[config.mk]
export PLATFORM = sky130hd
export DESIGN_NAME = page_request_regs
export DESIGN_NICKNAME = d
export VERILOG_FILES = /design/src/hw/page_request_pkg.sv /design/src/hw/page_request_regs.sv /design/src/hw/sticky_flag.sv
export SDC_FILE = /design/constraint.sdc
export NUM_CORES = 1
export LEC_CHECK = 0
export ABC_AREA = 1
export BUFFER_PORTS_ARGS = -buffer_cell sky130_fd_sc_hd__buf_2
export CAP_MARGIN = 10
export CORE_ASPECT_RATIO = 1.75
export CORE_UTILIZATION = 40
export CTS_CLUSTER_DIAMETER = 100
export DETAILED_ROUTE_END_ITERATION = 7
export GPL_TIMING_DRIVEN = 0
export PLACE_DENSITY_LB_ADDON = 0.1
export SLEW_MARGIN = 20
export SYNTH_ARGS = -nofsm -noshare
export SYNTH_HDL_FRONTEND = slang
export SYNTH_SLANG_ARGS = --single-unit
[constraint.sdc]
create_clock -name aclk -period 1.65 [get_ports aclk]
set_clock_uncertainty 0.05 [all_clocks]
set_input_delay 0.165 -clock aclk [delete_from_list [all_inputs] [get_ports aclk]]
set_output_delay 0.165 -clock aclk [all_outputs]
set_load 0.005 [all_outputs]
[src/hw/page_request_pkg.sv]
package page_request_pkg;
	// register byte offsets on the axi4-lite bus
	localparam logic [7:0] HEADER_OFFSET      = 8'h00;
	localparam logic [7:0] CONTROL_OFFSET     = 8'h04;
	localparam logic [7:0] STATUS_OFFSET      = 8'h08;
	localparam logic [7:0] IRQ_STATUS_OFFSET  = 8'h0c;
	localparam logic [7:0] IRQ_ENABLE_OFFSET  = 8'h10;
	localparam logic [7:0] IRQ_CLEAR_OFFSET   = 8'h14;
	localparam int         ADDR_WIDTH         = 8;

	// capability header fields
	localparam int         NEXT_PTR_LSB       = 20;
	localparam int         VERSION_LSB        = 16;
	localparam int         CAP_ID_LSB         = 0;
	localparam logic [3:0] CAP_VERSION        = 4'h1;
	localparam logic [15:0] CAP_ID            = 16'h0013;
	localparam logic [11:0] NEXT_PTR_RESET    = 12'h000;

	// control fields
	localparam int         CTRL_ENABLE_BIT    = 0;
	localparam int         CTRL_RESET_BIT     = 1;
	localparam logic       ENABLE_RESET       = 1'b0;

	// status fields
	localparam int         STAT_FAIL_BIT      = 0;
	localparam int         STAT_UNEXP_BIT     = 1;
	localparam int         STAT_STOPPED_BIT   = 8;
	localparam logic       STOPPED_RESET      = 1'b0;

	// response failure code carried by a response
	localparam logic [3:0] RESP_CODE_FAILURE  = 4'hf;

	// interrupt status layout
	localparam int         IRQ_UNEXP_BIT      = 0;
	localparam int         IRQ_FAIL_BIT       = 1;
	localparam int         IRQ_STOPPED_BIT    = 2;
	localparam int         IRQ_COUNT          = 3;

	localparam logic [1:0] RESP_OKAY          = 2'b00;
	localparam logic [1:0] RESP_SLVERR        = 2'b10;
endpackage : page_request_pkg

[src/hw/page_request_regs.sv]
`timescale 1ns/10ps
// Contract
// - the header's top twelve bits hold a read-only pointer to the next capability.
// - the header's version field reads as one and cannot be written.
// - the low sixteen header bits read as the fixed page request capability identifier.
// - the interface-reset control bit always reads zero and ignores writes.
// - writing the reset bit with zero, or with anything while enabled, starts nothing.
// - the enable bit is read-write, zero after reset, and allows page requests when set.
// - with enable and stopped both clear, no new page requests may be issued.
// - a rising edge of the enable bit clears every status field unless a response sets fail or unexpected in that cycle.
// - the enable bit steers stopped and the issue permission, and reads back in the control register.
// - stopped sets when enable falls and clears when enable rises.
// - a group response with an unmatched index is ignored and sets a write-one-clear flag; the code handles an unmatched failure response as a failure only.
// - a failure response sets a write-one-clear flag and terminates its context with error.
module page_request_regs #(
	parameter logic [11:0] NEXT_PTR = page_request_pkg::NEXT_PTR_RESET
) (
	input  wire logic        aclk,
	input  wire logic        aresetn,
	input  wire logic        ce,
	// axi4-lite slave
	input  wire logic [7:0]  s_axi_awaddr,
	input  wire logic        s_axi_awvalid,
	output logic             s_axi_awready,
	input  wire logic [31:0] s_axi_wdata,
	input  wire logic [3:0]  s_axi_wstrb,
	input  wire logic        s_axi_wvalid,
	output logic             s_axi_wready,
	output logic [1:0]       s_axi_bresp,
	output logic             s_axi_bvalid,
	input  wire logic        s_axi_bready,
	input  wire logic [7:0]  s_axi_araddr,
	input  wire logic        s_axi_arvalid,
	output logic             s_axi_arready,
	output logic [31:0]      s_axi_rdata,
	output logic [1:0]       s_axi_rresp,
	output logic             s_axi_rvalid,
	input  wire logic        s_axi_rready,
	// page response events from the translation logic
	input  wire logic        resp_valid,
	input  wire logic        resp_index_match,
	input  wire logic [3:0]  resp_code,
	// page request side
	input  wire logic        req_pending,
	output logic             req_issue_allowed,
	output logic             context_fail,
	output logic             irq
);
	logic        aw_held_reg;
	logic [7:0]  aw_addr_reg;
	logic        w_held_reg;
	logic [31:0] w_data_reg;
	logic [3:0]  w_strb_reg;
	logic        enable_reg;
	logic        stopped_reg;
	logic        stopped_next;
	logic        req_ok_reg;
	logic        fail_out_reg;
	logic        irq_reg;
	logic [page_request_pkg::IRQ_COUNT-1:0] irq_en_reg;
	logic [page_request_pkg::IRQ_COUNT-1:0] irq_stat;
	logic        unexp_flag;
	logic        fail_flag;
	logic        wr_go;
	logic        wr_ctrl;
	logic        enable_next;
	logic        enable_rise;
	logic        enable_fall;
	logic        resp_fail;
	logic        resp_unexp;
	logic        clr_unexp;
	logic        clr_fail;
	logic [page_request_pkg::IRQ_COUNT-1:0] irq_clr;
	logic [page_request_pkg::IRQ_COUNT-1:0] irq_set;
	logic [31:0] header_val;
	logic [31:0] control_val;
	logic [31:0] status_val;
	logic [31:0] rd_val;
	logic        rd_hit;
	logic        wr_hit;
	logic        wr_status;

	// write address and data may arrive in either order; each is held until both exist
	assign wr_go = aw_held_reg && w_held_reg && !s_axi_bvalid;

	always_ff @(posedge aclk) begin
		if (!aresetn) begin
			aw_held_reg   <= 1'b0;
			aw_addr_reg   <= 8'h00;
			s_axi_awready <= 1'b0;
		end else if (ce) begin
			s_axi_awready <= 1'b0;
			if (wr_go) begin
				aw_held_reg <= 1'b0;
			end else if (s_axi_awvalid && s_axi_awready) begin
				aw_held_reg <= 1'b1;
				aw_addr_reg <= s_axi_awaddr;
			end else if (!aw_held_reg && s_axi_awvalid) begin
				s_axi_awready <= 1'b1;
			end
		end
	end

	always_ff @(posedge aclk) begin
		if (!aresetn) begin
			w_held_reg   <= 1'b0;
			w_data_reg   <= 32'h0000_0000;
			w_strb_reg   <= 4'h0;
			s_axi_wready <= 1'b0;
		end else if (ce) begin
			s_axi_wready <= 1'b0;
			if (wr_go) begin
				w_held_reg <= 1'b0;
			end else if (s_axi_wvalid && s_axi_wready) begin
				w_held_reg <= 1'b1;
				w_data_reg <= s_axi_wdata;
				w_strb_reg <= s_axi_wstrb;
			end else if (!w_held_reg && s_axi_wvalid) begin
				s_axi_wready <= 1'b1;
			end
		end
	end

	always_comb begin
		unique case (aw_addr_reg)
			page_request_pkg::HEADER_OFFSET,
			page_request_pkg::CONTROL_OFFSET,
			page_request_pkg::STATUS_OFFSET,
			page_request_pkg::IRQ_STATUS_OFFSET,
			page_request_pkg::IRQ_ENABLE_OFFSET,
			page_request_pkg::IRQ_CLEAR_OFFSET: wr_hit = 1'b1;
			default: wr_hit = 1'b0;
		endcase
	end

	always_ff @(posedge aclk) begin
		if (!aresetn) begin
			s_axi_bvalid <= 1'b0;
			s_axi_bresp  <= page_request_pkg::RESP_OKAY;
		end else if (ce) begin
			if (wr_go) begin
				s_axi_bvalid <= 1'b1;
				s_axi_bresp  <= wr_hit ? page_request_pkg::RESP_OKAY
				                       : page_request_pkg::RESP_SLVERR;
			end else if (s_axi_bready) begin
				s_axi_bvalid <= 1'b0;
			end
		end
	end

	// control register: only byte lane 0 holds live bits
	assign wr_ctrl = wr_go && (aw_addr_reg == page_request_pkg::CONTROL_OFFSET) && w_strb_reg[0];
	// the reset bit is never stored and triggers no clearing of any state
	assign enable_next = wr_ctrl ? w_data_reg[page_request_pkg::CTRL_ENABLE_BIT] : enable_reg;
	assign enable_rise = enable_next && !enable_reg;
	assign enable_fall = !enable_next && enable_reg;

	always_ff @(posedge aclk) begin
		if (!aresetn) begin
			enable_reg <= page_request_pkg::ENABLE_RESET;
		end else if (ce) begin
			enable_reg <= enable_next;
		end
	end

	// stopped follows the enable edges only
	always_comb begin
		stopped_next = stopped_reg;
		if (enable_rise) begin
			stopped_next = 1'b0;
		end else if (enable_fall) begin
			stopped_next = 1'b1;
		end
	end

	always_ff @(posedge aclk) begin
		if (!aresetn) begin
			stopped_reg <= page_request_pkg::STOPPED_RESET;
		end else if (ce) begin
			stopped_reg <= stopped_next;
		end
	end

	// new requests only while enabled, or once stopped; the next stopped value
	// keeps permission from dipping for one cycle as enable falls
	always_ff @(posedge aclk) begin
		if (!aresetn) begin
			req_ok_reg <= 1'b0;
		end else if (ce) begin
			req_ok_reg <= enable_next || stopped_next;
		end
	end
	assign req_issue_allowed = req_ok_reg;

	// responses are ignored apart from setting flags and, on the failure code, pulsing context_fail
	assign resp_fail  = resp_valid && (resp_code == page_request_pkg::RESP_CODE_FAILURE);
	assign resp_unexp = resp_valid && !resp_index_match && !resp_fail;

	// write-one-clear on status, lane 0 only; an enable rise clears both flags, but a response in the same cycle sets its flag
	assign wr_status = wr_go && (aw_addr_reg == page_request_pkg::STATUS_OFFSET) && w_strb_reg[0];
	assign clr_unexp = enable_rise
		|| (wr_status && w_data_reg[page_request_pkg::STAT_UNEXP_BIT]);
	assign clr_fail  = enable_rise
		|| (wr_status && w_data_reg[page_request_pkg::STAT_FAIL_BIT]);

	sticky_flag unexp_inst (
		.aclk    (aclk),
		.aresetn (aresetn),
		.ce      (ce),
		.set     (resp_unexp),
		.clr     (clr_unexp),
		.flag    (unexp_flag)
	);

	sticky_flag fail_inst (
		.aclk    (aclk),
		.aresetn (aresetn),
		.ce      (ce),
		.set     (resp_fail),
		.clr     (clr_fail),
		.flag    (fail_flag)
	);

	// failing response terminates the matching context
	always_ff @(posedge aclk) begin
		if (!aresetn) begin
			fail_out_reg <= 1'b0;
		end else if (ce) begin
			fail_out_reg <= resp_fail;
		end
	end
	assign context_fail = fail_out_reg;

	// interrupt status: separate sticky copies of each event
	assign irq_set[page_request_pkg::IRQ_UNEXP_BIT]   = resp_unexp;
	assign irq_set[page_request_pkg::IRQ_FAIL_BIT]    = resp_fail;
	assign irq_set[page_request_pkg::IRQ_STOPPED_BIT] = enable_fall;
	assign irq_clr = (wr_go && (aw_addr_reg == page_request_pkg::IRQ_CLEAR_OFFSET) && w_strb_reg[0])
		? w_data_reg[page_request_pkg::IRQ_COUNT-1:0] : '0;

	genvar gi;
	generate
		for (gi = 0; gi < page_request_pkg::IRQ_COUNT; gi++) begin : g_irq
			sticky_flag irq_flag_inst (
				.aclk    (aclk),
				.aresetn (aresetn),
				.ce      (ce),
				.set     (irq_set[gi]),
				.clr     (irq_clr[gi]),
				.flag    (irq_stat[gi])
			);
		end
	endgenerate

	always_ff @(posedge aclk) begin
		if (!aresetn) begin
			irq_en_reg <= '0;
		end else if (ce) begin
			if (wr_go && (aw_addr_reg == page_request_pkg::IRQ_ENABLE_OFFSET) && w_strb_reg[0]) begin
				irq_en_reg <= w_data_reg[page_request_pkg::IRQ_COUNT-1:0];
			end
		end
	end

	always_ff @(posedge aclk) begin
		if (!aresetn) begin
			irq_reg <= 1'b0;
		end else if (ce) begin
			irq_reg <= |(irq_stat & irq_en_reg);
		end
	end
	assign irq = irq_reg;

	// read values
	always_comb begin
		header_val = 32'h0000_0000;
		header_val[31:page_request_pkg::NEXT_PTR_LSB] = NEXT_PTR;
		header_val[page_request_pkg::VERSION_LSB +: 4] = page_request_pkg::CAP_VERSION;
		header_val[page_request_pkg::CAP_ID_LSB +: 16] = page_request_pkg::CAP_ID;
	end

	always_comb begin
		control_val = 32'h0000_0000;
		control_val[page_request_pkg::CTRL_ENABLE_BIT] = enable_reg;
	end

	always_comb begin
		status_val = 32'h0000_0000;
		status_val[page_request_pkg::STAT_FAIL_BIT]    = fail_flag;
		status_val[page_request_pkg::STAT_UNEXP_BIT]   = unexp_flag;
		status_val[page_request_pkg::STAT_STOPPED_BIT] = stopped_reg;
	end

	always_comb begin
		rd_hit = 1'b1;
		rd_val = 32'h0000_0000;
		unique case (s_axi_araddr)
			page_request_pkg::HEADER_OFFSET:     rd_val = header_val;
			page_request_pkg::CONTROL_OFFSET:    rd_val = control_val;
			page_request_pkg::STATUS_OFFSET:     rd_val = status_val;
			page_request_pkg::IRQ_STATUS_OFFSET: rd_val = {29'h0, irq_stat};
			page_request_pkg::IRQ_ENABLE_OFFSET: rd_val = {29'h0, irq_en_reg};
			page_request_pkg::IRQ_CLEAR_OFFSET:  rd_val = 32'h0000_0000;
			default:                             rd_hit = 1'b0;
		endcase
	end

	// read: arready pulses for one cycle, data follow next edge
	always_ff @(posedge aclk) begin
		if (!aresetn) begin
			s_axi_arready <= 1'b0;
			s_axi_rvalid  <= 1'b0;
			s_axi_rdata   <= 32'h0000_0000;
			s_axi_rresp   <= page_request_pkg::RESP_OKAY;
		end else if (ce) begin
			s_axi_arready <= 1'b0;
			if (s_axi_rvalid) begin
				if (s_axi_rready) begin
					s_axi_rvalid <= 1'b0;
				end
			end else if (s_axi_arvalid && s_axi_arready) begin
				s_axi_rvalid <= 1'b1;
				s_axi_rdata  <= rd_val;
				s_axi_rresp  <= rd_hit ? page_request_pkg::RESP_OKAY
				                       : page_request_pkg::RESP_SLVERR;
			end else if (s_axi_arvalid) begin
				s_axi_arready <= 1'b1;
			end
		end
	end

	// req_pending is informational; the device keeps no credit state to clear
	logic unused_pending;
	assign unused_pending = req_pending;
endmodule : page_request_regs

[src/hw/sticky_flag.sv]
`timescale 1ns/10ps
// one sticky flag: set wins over clear
module sticky_flag (
	input  wire logic aclk,
	input  wire logic aresetn,
	input  wire logic ce,
	input  wire logic set,
	input  wire logic clr,
	output logic      flag
);
	always_ff @(posedge aclk) begin
		if (!aresetn) begin
			flag <= 1'b0;
		end else if (ce) begin
			if (set) begin
				flag <= 1'b1;
			end else if (clr) begin
				flag <= 1'b0;
			end
		end
	end
endmodule : sticky_flag

# --- After elaboration in Yosys (flattened, before gate mapping) ---
# Cells that the tools add are included.
totals:
  regBits: 68
  elab_cells: 133
classes:
  n_eq_ne: 11
  mux: 37
  bitwise_logic: 3
  n_reduce_logical: 58
op_table:
  columns: ["operator", "n"]
  rows:
  - ["17-bit one-hot mux with 5 select lines", 1]
  - ["1-bit two-way mux", 33]
  - ["8-bit by 4-bit == test with 1-bit output (second input constant)", 4]
  - ["8-bit by 5-bit == test with 1-bit output (second input constant)", 4]
  - ["1-bit logical AND", 22]
  - ["2-bit AND reduction", 10]
  - ["8-bit by 3-bit == test with 1-bit output (second input constant)", 2]
  - ["8-bit zero test", 2]
  - ["2-bit nonzero test", 8]
  - ["6-bit OR reduction", 2]
  - ["3-bit AND reduction", 3]
  - ["1-bit zero test", 7]
  - ["4-bit == test (second input constant)", 1]
  - ["2-bit two-way mux", 2]
  - ["3-bit bitwise AND", 1]
  - ["1-bit logical OR", 3]
  - ["3-bit two-way mux", 1]
  - ["3-bit OR reduction", 1]
  - ["1-bit NOT", 2]

# --- Logic depth before layout (Yosys ltp) ---
# Gate-level depths: netlist of the first run.
logic_depth:
  ltp_word: 10
  mapped_depth: 10

# --- Modules after synthesis ---
# A second synthesis of the first run with hierarchy kept.
hier_totals:
  cells_unflattened: 291
  area_unflattened_um2: 2123.3
by_module_without_submodules:
  columns: ["module", "instances", "cells_per_inst", "area_each_um2"]
  rows:
  - ["page_request_regs", 1, 261, 1904.3]
  - ["sticky_flag", 5, 6, 43.8]

# --- Least setup slack after synthesis of the first run ---
# Ideal clock, no wire load.
synth_path:
  path_type: "register to register"
  startpoint: "register s_axi_bvalid"
  endpoint: "register w_strb_reg[0]"
  setup_ps: 120
  t_arrival_ps: 1034
  required_ps: 1480
  slack_ps: 446
  stages_incl_launch_ff: 8
  n_path_buf: 0
  period_less_slack_ps: 1204
  path_cell_list: "dfxtp_1 inv_1 nand3_2 nand2_1 nor2_1 inv_1 o21ai_0 a21oi_1"
synth_between:
  elab_chain_len: 4
synth_lines:
  columns: ["item", "line", "source"]
  rows:
  - ["start, declared", "page_request_regs.sv:30", "output logic s_axi_bvalid,"]
  - ["start signal, assigned", "page_request_regs.sv:138", "s_axi_bvalid <= 1'b0;"]
  - ["start signal, assigned", "page_request_regs.sv:142", "s_axi_bvalid <= 1'b1;"]
  - ["start signal, assigned", "page_request_regs.sv:146", "s_axi_bvalid <= 1'b0;"]
  - ["1-bit zero test", "page_request_regs.sv:84", "assign wr_go = aw_held_reg && w_held_reg && !s_axi_bvalid;"]
  - ["1-bit logical AND", "page_request_regs.sv:84", null]
  - ["1-bit NOT (no source line)", null, null]
  - ["3-bit AND reduction (no source line)", null, null]
  - ["end signal, assigned", "page_request_regs.sv:117", "w_strb_reg <= s_axi_wstrb;"]
  - ["end, declared", "page_request_regs.sv:53", "logic [3:0] w_strb_reg;"]
# No other way between the ends.
# A chain may end at the register's enable or synchronous reset.

# --- Worst setup path in the final report of the first run ---
layout_path:
  startpoint: "register aw_addr_reg[0]"
  endpoint: "register fail_inst.flag"
layout_between:
  elab_chain_len: 8
  word_cells_on_any_way: 12
  cone_classes: "eq/ne: 2; mux: 1; reduce/logical: 9"
layout_lines:
  columns: ["item", "line", "source"]
  rows:
  - ["start, declared", "page_request_regs.sv:50", "logic [7:0] aw_addr_reg;"]
  - ["start signal, assigned", "page_request_regs.sv:97", "aw_addr_reg <= s_axi_awaddr;"]
  - ["8-bit by 3-bit == test with 1-bit output", "page_request_regs.sv:152", "assign wr_ctrl = wr_go && (aw_addr_reg == page_request_pkg::CONTROL_OFFSET) && w_strb_reg[0];"]
  - ["1-bit logical AND (2 in series)", "page_request_regs.sv:152", null]
  - ["1-bit two-way mux", "page_request_regs.sv:154", "assign enable_next = wr_ctrl ? w_data_reg[page_request_pkg::CTRL_ENABLE_BIT] : enable_reg;"]
  - ["1-bit logical AND", "page_request_regs.sv:155", "assign enable_rise = enable_next && !enable_reg;"]
  - ["1-bit logical OR *", "page_request_regs.sv:204", "|| (wr_status && w_data_reg[page_request_pkg::STAT_FAIL_BIT]);"]
  - ["2-bit nonzero test (no source line) *", null, null]
  - ["2-bit AND reduction (no source line) *", null, null]
  - ["end signal, assigned", "sticky_flag.sv:13", "flag <= 1'b0;"]
  - ["end signal, assigned", "sticky_flag.sv:16", "flag <= 1'b1;"]
  - ["end signal, assigned", "sticky_flag.sv:18", "flag <= 1'b0;"]
  - ["end, declared", "sticky_flag.sv:9", "output logic flag"]
# Mark *: on every way between the ends. The rest lies on a longest branch, timed or not.

==> results.json, run 1 <==
{
  "status": "finished, final reports clean",
  "slew_headroom_pct": 66.4,
  "tns_ps": 0,
  "hold_path.class": "input port to flip-flop",
  "ys_types": 33,
  "peakVddDrop_uv": 625,
  "grt_start_max_net_pins": 11,
  "overflow": 0,
  "syn_inst": 283,
  "syn_area_um2": 2050,
  "drive_gt1_share_pct": 29.7,
  "final_core_util_pct": 51.4,
  "syn_to_final_growth_pct": 23.5,
  "detail_route.iter0.violations": 48,
  "max_freq_ghz": 0.702,
  "cap_viol_max_count": 0,
  "critical_path_class": "flip-flop to flip-flop",
  "cp-start-kind": "flip-flop",
  "path_common_cell": "nor2_2",
  "largest_reg_flops": 8,
  "ys_ff_latch": 39,
  "ios": 111,
  "cts_tree": "built",
  "cp_max_fo": 4,
  "first_global_vias": 1754,
  "diodes": 0,
  "place_inst": 412,
  "row_count": 34,
  "ys_seq_area_share_pct": 38.0,
  "die_w_um": 56.2,
  "clk_latency_ps": 290,
  "grt_usage_pct": 17.9,
  "cts_hold_buf": 0,
  "routed_wirelength_um": 4650,
  "arrival_ps": 1550,
  "gp_congestion": 0.842,
  "ant_nets": 0,
  "clockBufferDepth": 2,
  "fin_crit_ps": 1420,
  "cellLeakagePower_nw": 1.25,
  "post_cts_resized": 0,
  "h-tree-depth": 2,
  "fin_nets": 432,
  "cts_buffers": 5,
  "drtPass1Iterations": 4,
  "critPathMaxStageDelay_ps": 330,
  "setup_viol": 0,
  "critPathSlowestCell": "dfxtp_1",
  "vias": 1904,
  "end_kind": "flip-flop",
  "fin_crit_sh_pct": 86.3,
  "core_um2": 4930,
  "instances_no_fill": 418,
  "post_cts_buffers": 0,
  "tightest_slew_ps": 504,
  "synth_area_leader_cell": "dfxtp_1",
  "hold_violations": 0,
  "final_max_slew_viol_count": 0,
  "placed_cell_area_um2": 2460,
  "grt_pass1_wl_um": 7580,
  "start_util_pct": 41.6,
  "syn_area_per_cell_um2": 7.26,
  "clock-sinks": 39,
  "wl_per_cell_um": 11.1,
  "final_area_um2": 2530,
  "root_buffer": "clkbuf_8",
  "drc": 0,
  "post-dp-hpwl_um": 3730,
  "synth-warning-count": 0,
  "vias_per_cell": 4.56,
  "crit_required_ps": 1770,
  "die_h_um": 96.8,
  "clkSlewWorstSetupHoldPaths_ps": 70,
  "antenna_found_initial": 0,
  "die_area_um2": 5430,
  "synth_top_area_share_pct": 38.0,
  "synth_area_leaders": "dfxtp_1 38%, buf_4 11%, nand2_1 6.9%, o21ai_0 6.8%, nor2_1 6.8%",
  "power_density_nw_per_um2": 716,
  "path_cells": "nor2_2, nand2_1, nor2_2, nand4_1, o21ai_2, o21ai_0",
  "rsz0062_at_grt": "no",
  "port_buffers": 48
}
[cell type report]
type	count	area, µm²
inverter	32	123
buffer	34	248
timing repair buffer	48	240
clock buffer	6	72.6
fill	528	2400
sequential	39	781
multi-input combinational	205	1000
tap	54	67.6
[final timing paths]
path	slack (ps)	depth (start not counted)	start	end
min	40	3	s_axi_awaddr[0]	aw_addr_reg[0]
max reg2reg	230	6	aw_addr_reg[0]	fail_inst.flag
max	230	6	aw_addr_reg[0]	fail_inst.flag
min reg2reg	410	2	s_axi_rdata[1]	s_axi_rdata[1]
[critical path: cells and delay by family, from the launching register on]
| family | cells | cell delay, ps |
|---|---|---|
| AO/OA/AOI/OAI | 2 | 300 |
| flip-flops | 1 | 330 |
| AND/OR/NAND/NOR | 4 | 620 |
[where the power goes]
part / internal, mW / switching [mW] / leakage, nW / total [mW]
clock: 0.281 / 0.299 / 0.0371 / 0.580
combinational: 0.116 / 0.137 / 0.894 / 0.252
sequential: 0.967 / 0.0155 / 0.316 / 0.983
[cell usage after synthesis]
library cell and count:
dfxtp_1 39, nand2_1 38, nor2_1 37, buf_4 29, o21ai_0 28, inv_1 26
nand3_1 22, a21oi_1 21, inv_2 4, nand4_1 4, buf_2 3, nor2_2 3
nor2_4 3, o211ai_1 3, a21oi_2 2, and3_1 2, nand2_2 2, nor3_2 2
a211oi_1 1, a31oi_1 1, buf_6 1, clkbuf_1 1, clkinv_1 1, conb_1 1
inv_4 1, nand2_4 1, nand3_2 1, nor2_8 1, nor3_1 1, nor3_4 1
o21ai_1 1, o21ai_2 1, o311ai_0 1
[logic make-up after synthesis]
| group | Yosys count | share of synthesized area (%) |
|---|---|---|
| compound gates | 59 | 15.7 |
| buf+inv | 66 | 18.0 |
| simple gates | 118 | 28.1 |
| other cells | 1 | 0.183 |
| flops | 39 | 38.0 |
[layer usage]
layer	GRT usage, %	wire length [µm]	share of wire (%)
met1	17.2	1760	38
met2	35.3	2550	55
met4	5.63	73	1.6
met3	4.55	272	5.8
met5	0	0	0
[metrics by stage]
step | hold WS [ps] | power, mW | worst slack (ps)
final | 42.5 | 1.82 | 226
after global routing | 53.5 | 1.91 | 93.9
after CTS | 44.3 | 1.83 | 242
after detailed placement | 342 | 1.26 | 259
after global placement | 335 | 1.25 | 278
after floorplan | 250 | 1.17 | 446
[cells in the final DEF (no fill, tap or decap)]
cell type | synthesis | layout
nor2_2 | 3 | 3
a21oi_2 | 2 | 2
nand4_1 | 4 | 4
nor3_2 | 2 | 2
nand3_2 | 1 | 1
o311ai_0 | 1 | 1
buf_6 | 1 | 1
o211ai_1 | 3 | 3
inv_2 | 4 | 4
o21ai_0 | 28 | 28
nand2_2 | 2 | 2
nor3_1 | 1 | 1
nand2_1 | 38 | 38
a31oi_1 | 1 | 1
buf_4 | 29 | 29
nand3_1 | 22 | 22
a211oi_1 | 1 | 1
inv_4 | 1 | 1
a21oi_1 | 21 | 21
clkinv_1 | 1 | 1
and3_1 | 2 | 2
nor2_8 | 1 | 1
clkbuf_1 | 1 | 2
nor2_1 | 37 | 37
inv_1 | 26 | 26
buf_2 | 3 | 51
clkbuf_8 | 0 | 5
o21ai_2 | 1 | 1
nor3_4 | 1 | 1
nor2_4 | 3 | 3
o21ai_1 | 1 | 1
nand2_4 | 1 | 1
conb_1 | 1 | 28
dfxtp_1 | 39 | 39
Note: power is estimated with default switching activity, not from simulation.
==> run 2, diff against run 1 <==
Settings changed: CORE_UTILIZATION 40 to 28, SYNTH_HIERARCHICAL set to 1.
==> run 2 against run 1 <==
  * Sequential cell count unchanged
  * Count of clock-buffer cells in the layout increased by 1
  * Via count increased by 2.3%
  * Fmax decreased by 1.2%
  * Sequential share of layout area decreased by 2.1 points
  * Core utilization decreased by 14 points
  * Synthesized area increased by 3.4%
  * Clock power increased by 59%
  * Final area increased by 7.3%
  * Die area increased by 46%
  * Critical endpoint is now fail_inst/flag
  * First-iteration DRC count decreased by 13%
  * Cell count increased by 10%
==> results.json, run 2 <==
{
  "gp_congestion": 0.802,
  "cap_viol_max_count": 0,
  "die_h_um": 117,
  "ant_nets": 0,
  "tightest_slew_ps": 585,
  "grt_usage_pct": 14.3,
  "fin_ws_ps": 209,
  "cellLeakagePower_nw": 1.29,
  "ys_types": 31,
  "cp_max_fo": 2,
  "pwr-share-comb_pct": 12.1,
  "fin_crit_sh_pct": 87.3,
  "clockBufferDepth": 2,
  "post-dp-hpwl_um": 4050,
  "pwr-share-seq_pct": 45.3,
  "synth_area_leaders": "dfxtp_1 37%, buf_4 10%, nand2_1 8.8%, inv_1 6.2%, a21oi_1 5.2%",
  "grt_pass1_wl_um": 8360,
  "start_util_pct": 29.1,
  "largest_reg_flops": 8,
  "post_cts_buffers": 0,
  "vias": 1947,
  "syn_inst": 291,
  "synth_common_cells": "50 x nand2_1, 39 x dfxtp_1, 35 x inv_1, 29 x buf_4, 26 x nor2_1",
  "holdWs_ps": 86.3,
  "tns_ps": 0,
  "power_density_nw_per_um2": 797,
  "routed_wirelength_um": 5060,
  "ios": 111,
  "synth_ff_type": "dfxtp_1",
  "crit_required_ps": 1770,
  "multiInputGateArea_um2": 1050,
  "detail_route.iter0.violations": 42,
  "antenna_found_initial": 0,
  "grt_start_max_net_pins": 12,
  "final_max_slew_viol_count": 0,
  "final_core_util_pct": 37.3,
  "fin_crit_ps": 1440,
  "core_um2": 7280,
  "syn_area_per_cell_um2": 7.30,
  "final_cell_mix": "51 x buf_2, 50 x nand2_1, 39 x dfxtp_1, 35 x inv_1, 29 x buf_4",
  "root_buffer": "clkbuf_16",
  "cts_buffers": 5,
  "yosysMostFrequentCell": "nand2_1",
  "clkSlewWorstSetupHoldPaths_ps": 60,
  "layout_commonest_cell": "buf_2",
  "clk_latency_ps": 280,
  "setup_viol": 0,
  "port_buffers": 49,
  "h-tree-depth": 2,
  "synth_top_area_share_pct": 36.8,
  "row_count": 41,
  "synth_edf_count": 0,
  "drc": 0,
  "register_area_um2": 781,
  "synth-warning-count": 6,
  "status": "finished, final reports clean",
  "post_cts_resized": 0,
  "clock-sinks": 39,
  "wl_per_cell_um": 11.0,
  "cp-start-kind": "flip-flop",
  "p_sw_share_pct": 24.1,
  "arrival_ps": 1560,
  "hold_path.class": "input port to flip-flop",
  "clock_power_share_pct": 42.6,
  "first_global_vias": 1839,
  "power.switching_uw": 524,
  "die_w_um": 67.8,
  "end_kind": "flip-flop",
  "async_flop_share_pct": 0,
  "max_freq_ghz": 0.694,
  "fin_nets": 441,
  "rsz0062_at_grt": "no",
  "hold_violations": 0,
  "peakVddDrop_uv": 517,
  "drive_gt1_share_pct": 30.9,
  "vias_per_cell": 4.22,
  "drtPass1Iterations": 4,
  "diodes": 0,
  "syn_to_final_growth_pct": 28.1,
  "pre_cts_ws_ps": 72.4,
  "syn_area_um2": 2120,
  "overflow": 0,
  "die_area_um2": 7950,
  "critical_path_class": "flip-flop to flip-flop",
  "ys_ff_latch": 39,
  "slew_headroom_pct": 61.0,
  "fill_cells": 811,
  "cts_tree": "built",
  "ys_seq_area_share_pct": 36.8,
  "synth_area_leader_cell": "dfxtp_1",
  "p_int_mw": 1.65,
  "cts_hold_buf": 0
}
[run 2: cell count changes after synthesis, sizes merged, moves of 3 or more]
cell,previous run,this run
a31oi,1,4
nor2,44,35
a21oi,23,31
nand4,4,9
inv,31,38
o211ai,3,0
nand3,23,12
nand2,41,53
o21ai,30,25
[run 2: metrics by stage]
stage	std cells	power, mW	instance area, µm²
floorplan	318	1.17	2220
global placement	453	1.27	2580
detailed placement	453	1.27	2580
CTS	461	2.20	2720
global route	461	2.28	2720
finish	461	2.17	2720
[run 2: worst max-delay path: stages, from the launching register on]
cell	delay (ps)
dfxtp_1	310
nor2_2	110
nand2_1	120
nor3_2	170
nand4_1	140
o21ai_0	230
nand2_1	80
nand2_1	70
a21oi_2	40
[run 2: final timing paths]
| kind | depth (start not counted) | startpoint | slack [ps] | to |
|---|---|---|---|---|
| max reg2reg | 8 | aw_addr_reg[6] | 210 | fail_inst/flag |
| min | 3 | s_axi_awaddr[5] | 90 | aw_addr_reg[5] |
| min reg2reg | 2 | s_axi_rdata[8] | 410 | s_axi_rdata[8] |
| max | 8 | aw_addr_reg[6] | 210 | fail_inst/flag |
[run 2: final cells by class]
| cell class | count | share of cell area, % |
|---|---|---|
| clock inverter | 1 | 0.184 |
| buffer | 35 | 9.20 |
| inverter | 38 | 5.43 |
| sequential | 39 | 28.7 |
| clock buffer | 7 | 4.88 |
| timing repair buffer | 49 | 9.02 |
| tap | 86 | 3.96 |
| multi-input combinational | 206 | 38.6 |
[run 2: power groups by stage]
stage	clock network (mW)	registers, mW	logic (mW)
after CTS	0.948	0.983	0.265
after detailed placement	0	1.00	0.264
after global placement	0	1.00	0.263
after floorplan	0	1.00	0.173
after global routing	0.987	0.987	0.304
final	0.924	0.983	0.262
[run 2: metal layers]
metal	GRT usage, %	share of wire, %	vias up
met5	0	0	-
met1	14.0	37	847
met3	2.91	4.3	2
met2	27.9	57	46
met4	5.28	0.83	0
li1	-	-	1052
[run 2: cell families (layout without fill, tap and decap cells)]
kind of cell           count (synthesis)  in the layout  synth area share (%)
AO/OA/AOI/OAI                         62             62                  17.4
flip-flops                            39             39                  36.8
buffers and inverters                 73            130                  18.7
AND/OR/NAND/NOR                      116            116                  26.9
other                                  1             28                 0.177
==> run 3, diff against run 2 <==
Clock period 1.65 ns to 1.3 ns, I/O delays scaled along.
==> run 3 against run 2 <==
  * The run now ends with negative setup slack left
  * Sequential cell count did not move
  * Critical endpoint is now req_issue_allowed
  * Sequential power rose by 27%
  * Clock power rose by 27%
  * Core utilization rose by 2.4 points
  * Global-route usage rose by 0.26 points
  * Critical path depth rose by 1
  * Combinational power rose by 37%
  * Sequential share of layout area fell by 1.2 points
==> results.json, run 3 (synthesized netlist as in run 2, its figures left out) <==
{
  "start_util_pct": 29.1,
  "hold_path.class": "input port to flip-flop",
  "use_met3_pct": 3.00,
  "setup_viol": 4,
  "end_kind": "flip-flop",
  "cp_max_fo": 3,
  "violations": "negative setup slack",
  "syn_to_final_growth_pct": 36.5,
  "final_cell_mix": "51 x buf_2, 48 x nand2_1, 38 x buf_4, 33 x inv_1",
  "critical_path_class": "flip-flop to flip-flop",
  "cap_viol_max_count": 0,
  "h-tree-depth": 2,
  "pwr-share-comb_pct": 13.0,
  "grt_usage_pct": 14.5,
  "wl_per_cell_um": 11.1,
  "critPathSlowestCell": "dfxtp_4",
  "peakVddDrop_uv": 635,
  "first_global_vias": 1906,
  "arrival_ps": 1420,
  "drc": 0,
  "drtPass1Iterations": 6,
  "fin_nets": 451,
  "crit_required_ps": 1390,
  "rsz0062_at_grt": "yes",
  "ios": 111,
  "p_int_mw": 2.10,
  "critPathMaxStageDelay_ps": 350,
  "row_count": 41,
  "clkSlewWorstSetupHoldPaths_ps": 60,
  "cp-start-kind": "flip-flop",
  "status": "finished with violations",
  "busiest_layer": "met2",
  "grt_start_max_net_pins": 12,
  "slew_headroom_pct": 60.4,
  "fin_crit_sh_pct": 102,
  "tns_ps": -89.1,
  "port_buffers": 49,
  "routed_wirelength_um": 5220,
  "largest_reg_flops": 8,
  "cp_num_buf_inv": 2,
  "die_h_um": 117,
  "overflow": 0,
  "clockBufferDepth": 2,
  "post-dp-hpwl_um": 4050,
  "clock-sinks": 39,
  "path_cells": "nor2_4, nand2_4, nor2_4, buf_4, nand3_1, nand3_2, nand2_1, inv_1, a21oi_2",
  "root_buffer": "clkbuf_16",
  "grt_use_met1_pct": 14.0,
  "grt_use_met2_pct": 28.5,
  "pwr-share-seq_pct": 45.0,
  "multiInputGateArea_um2": 1130,
  "tightest_slew_ps": 594,
  "detail_route.iter0.violations": 35,
  "cts_buffers": 5,
  "grt_pass1_wl_um": 8510,
  "die_area_um2": 7950,
  "clock_power_share_pct": 42.0,
  "diodes": 0,
  "final_max_slew_viol_count": 0,
  "cts_hold_buf": 0,
  "power_density_nw_per_um2": 960,
  "holdWs_ps": 40.1,
  "cts_tree": "built",
  "vias": 1985,
  "power.switching_uw": 677,
  "antenna_found_initial": 0,
  "clk_latency_ps": 280,
  "die_w_um": 67.8,
  "drive_gt1_share_pct": 38.2,
  "final_area_um2": 2900,
  "hold_violations": 0,
  "layout_commonest_cell": "buf_2",
  "max_freq_ghz": 0.751,
  "cellLeakagePower_nw": 1.36,
  "p_sw_share_pct": 24.3,
  "pre_cts_ws_ps": -278,
  "fin_ws_ps": -32.1,
  "crit_family": "simple AND/OR/NAND/NOR gates",
  "vias_per_cell": 4.21,
  "path_common_cell": "nor2_4",
  "placed_cell_area_um2": 2580,
  "fin_crit_ps": 1330,
  "register_area_um2": 797,
  "core_um2": 7280,
  "fill_cells": 800,
  "gp_congestion": 0.802,
  "ant_nets": 0
}
-- run 3: worst min-delay path, cell delays in order --
cell and delay (ps):
buf_2 70, o21ai_1 50, nor2_1 70
-- run 3: final timing paths --
path,start,end,slack (ps),depth (start not counted)
setup reg to reg,aw_addr_reg[1],req_issue_allowed,-30,9
hold reg to reg,s_axi_rdata[8],s_axi_rdata[8],410,2
hold / removal,s_axi_awaddr[1],aw_addr_reg[1],40,3
setup / recovery,aw_addr_reg[1],req_issue_allowed,-30,9
-- run 3: metal layers --
| metal | up-vias | part of all wire (%) |
|---|---|---|
| met2 | 44 | 58 |
| met3 | 2 | 3.9 |
| li1 | 1069 | - |
| met5 | - | 0 |
| met1 | 870 | 37 |
| met4 | 0 | 0.80 |
-- run 3: through the flow --
step                      instances  util [%]  total power, mW
after floorplan                 318         -             1.49
after global placement          453      35.4             1.61
after detailed placement        453      35.4             1.61
after CTS                       469      38.9             2.81
after global routing            471      39.8             2.92
final                           471      39.8             2.78
-- run 3: timing repair --
item                       in CTS  in global routing
setup endpoints to repair       9                 15
setup buffers                   8                  3
resized for setup              22                 16
pin swaps                      10                  8
-- run 3: cell type report --
cell class	instances	share of cell area, %
buffer	35	8.64
clock buffer	7	4.58
clock inverter	1	0.173
inverter	38	5.18
multi-input combinational	206	39.0
sequential	39	27.5
tap	86	3.71
timing repair buffer	59	11.2
-- run 3: power by group through the flow --
stage	sequential (mW)	combinational [mW]	clock, mW
2_1_floorplan	1.27	0.219	0
3_3_place_gp	1.27	0.334	0
3_5_place_dp	1.27	0.335	0
4_1_cts	1.25	0.360	1.20
5_1_grt	1.26	0.413	1.25
6_report	1.25	0.360	1.17
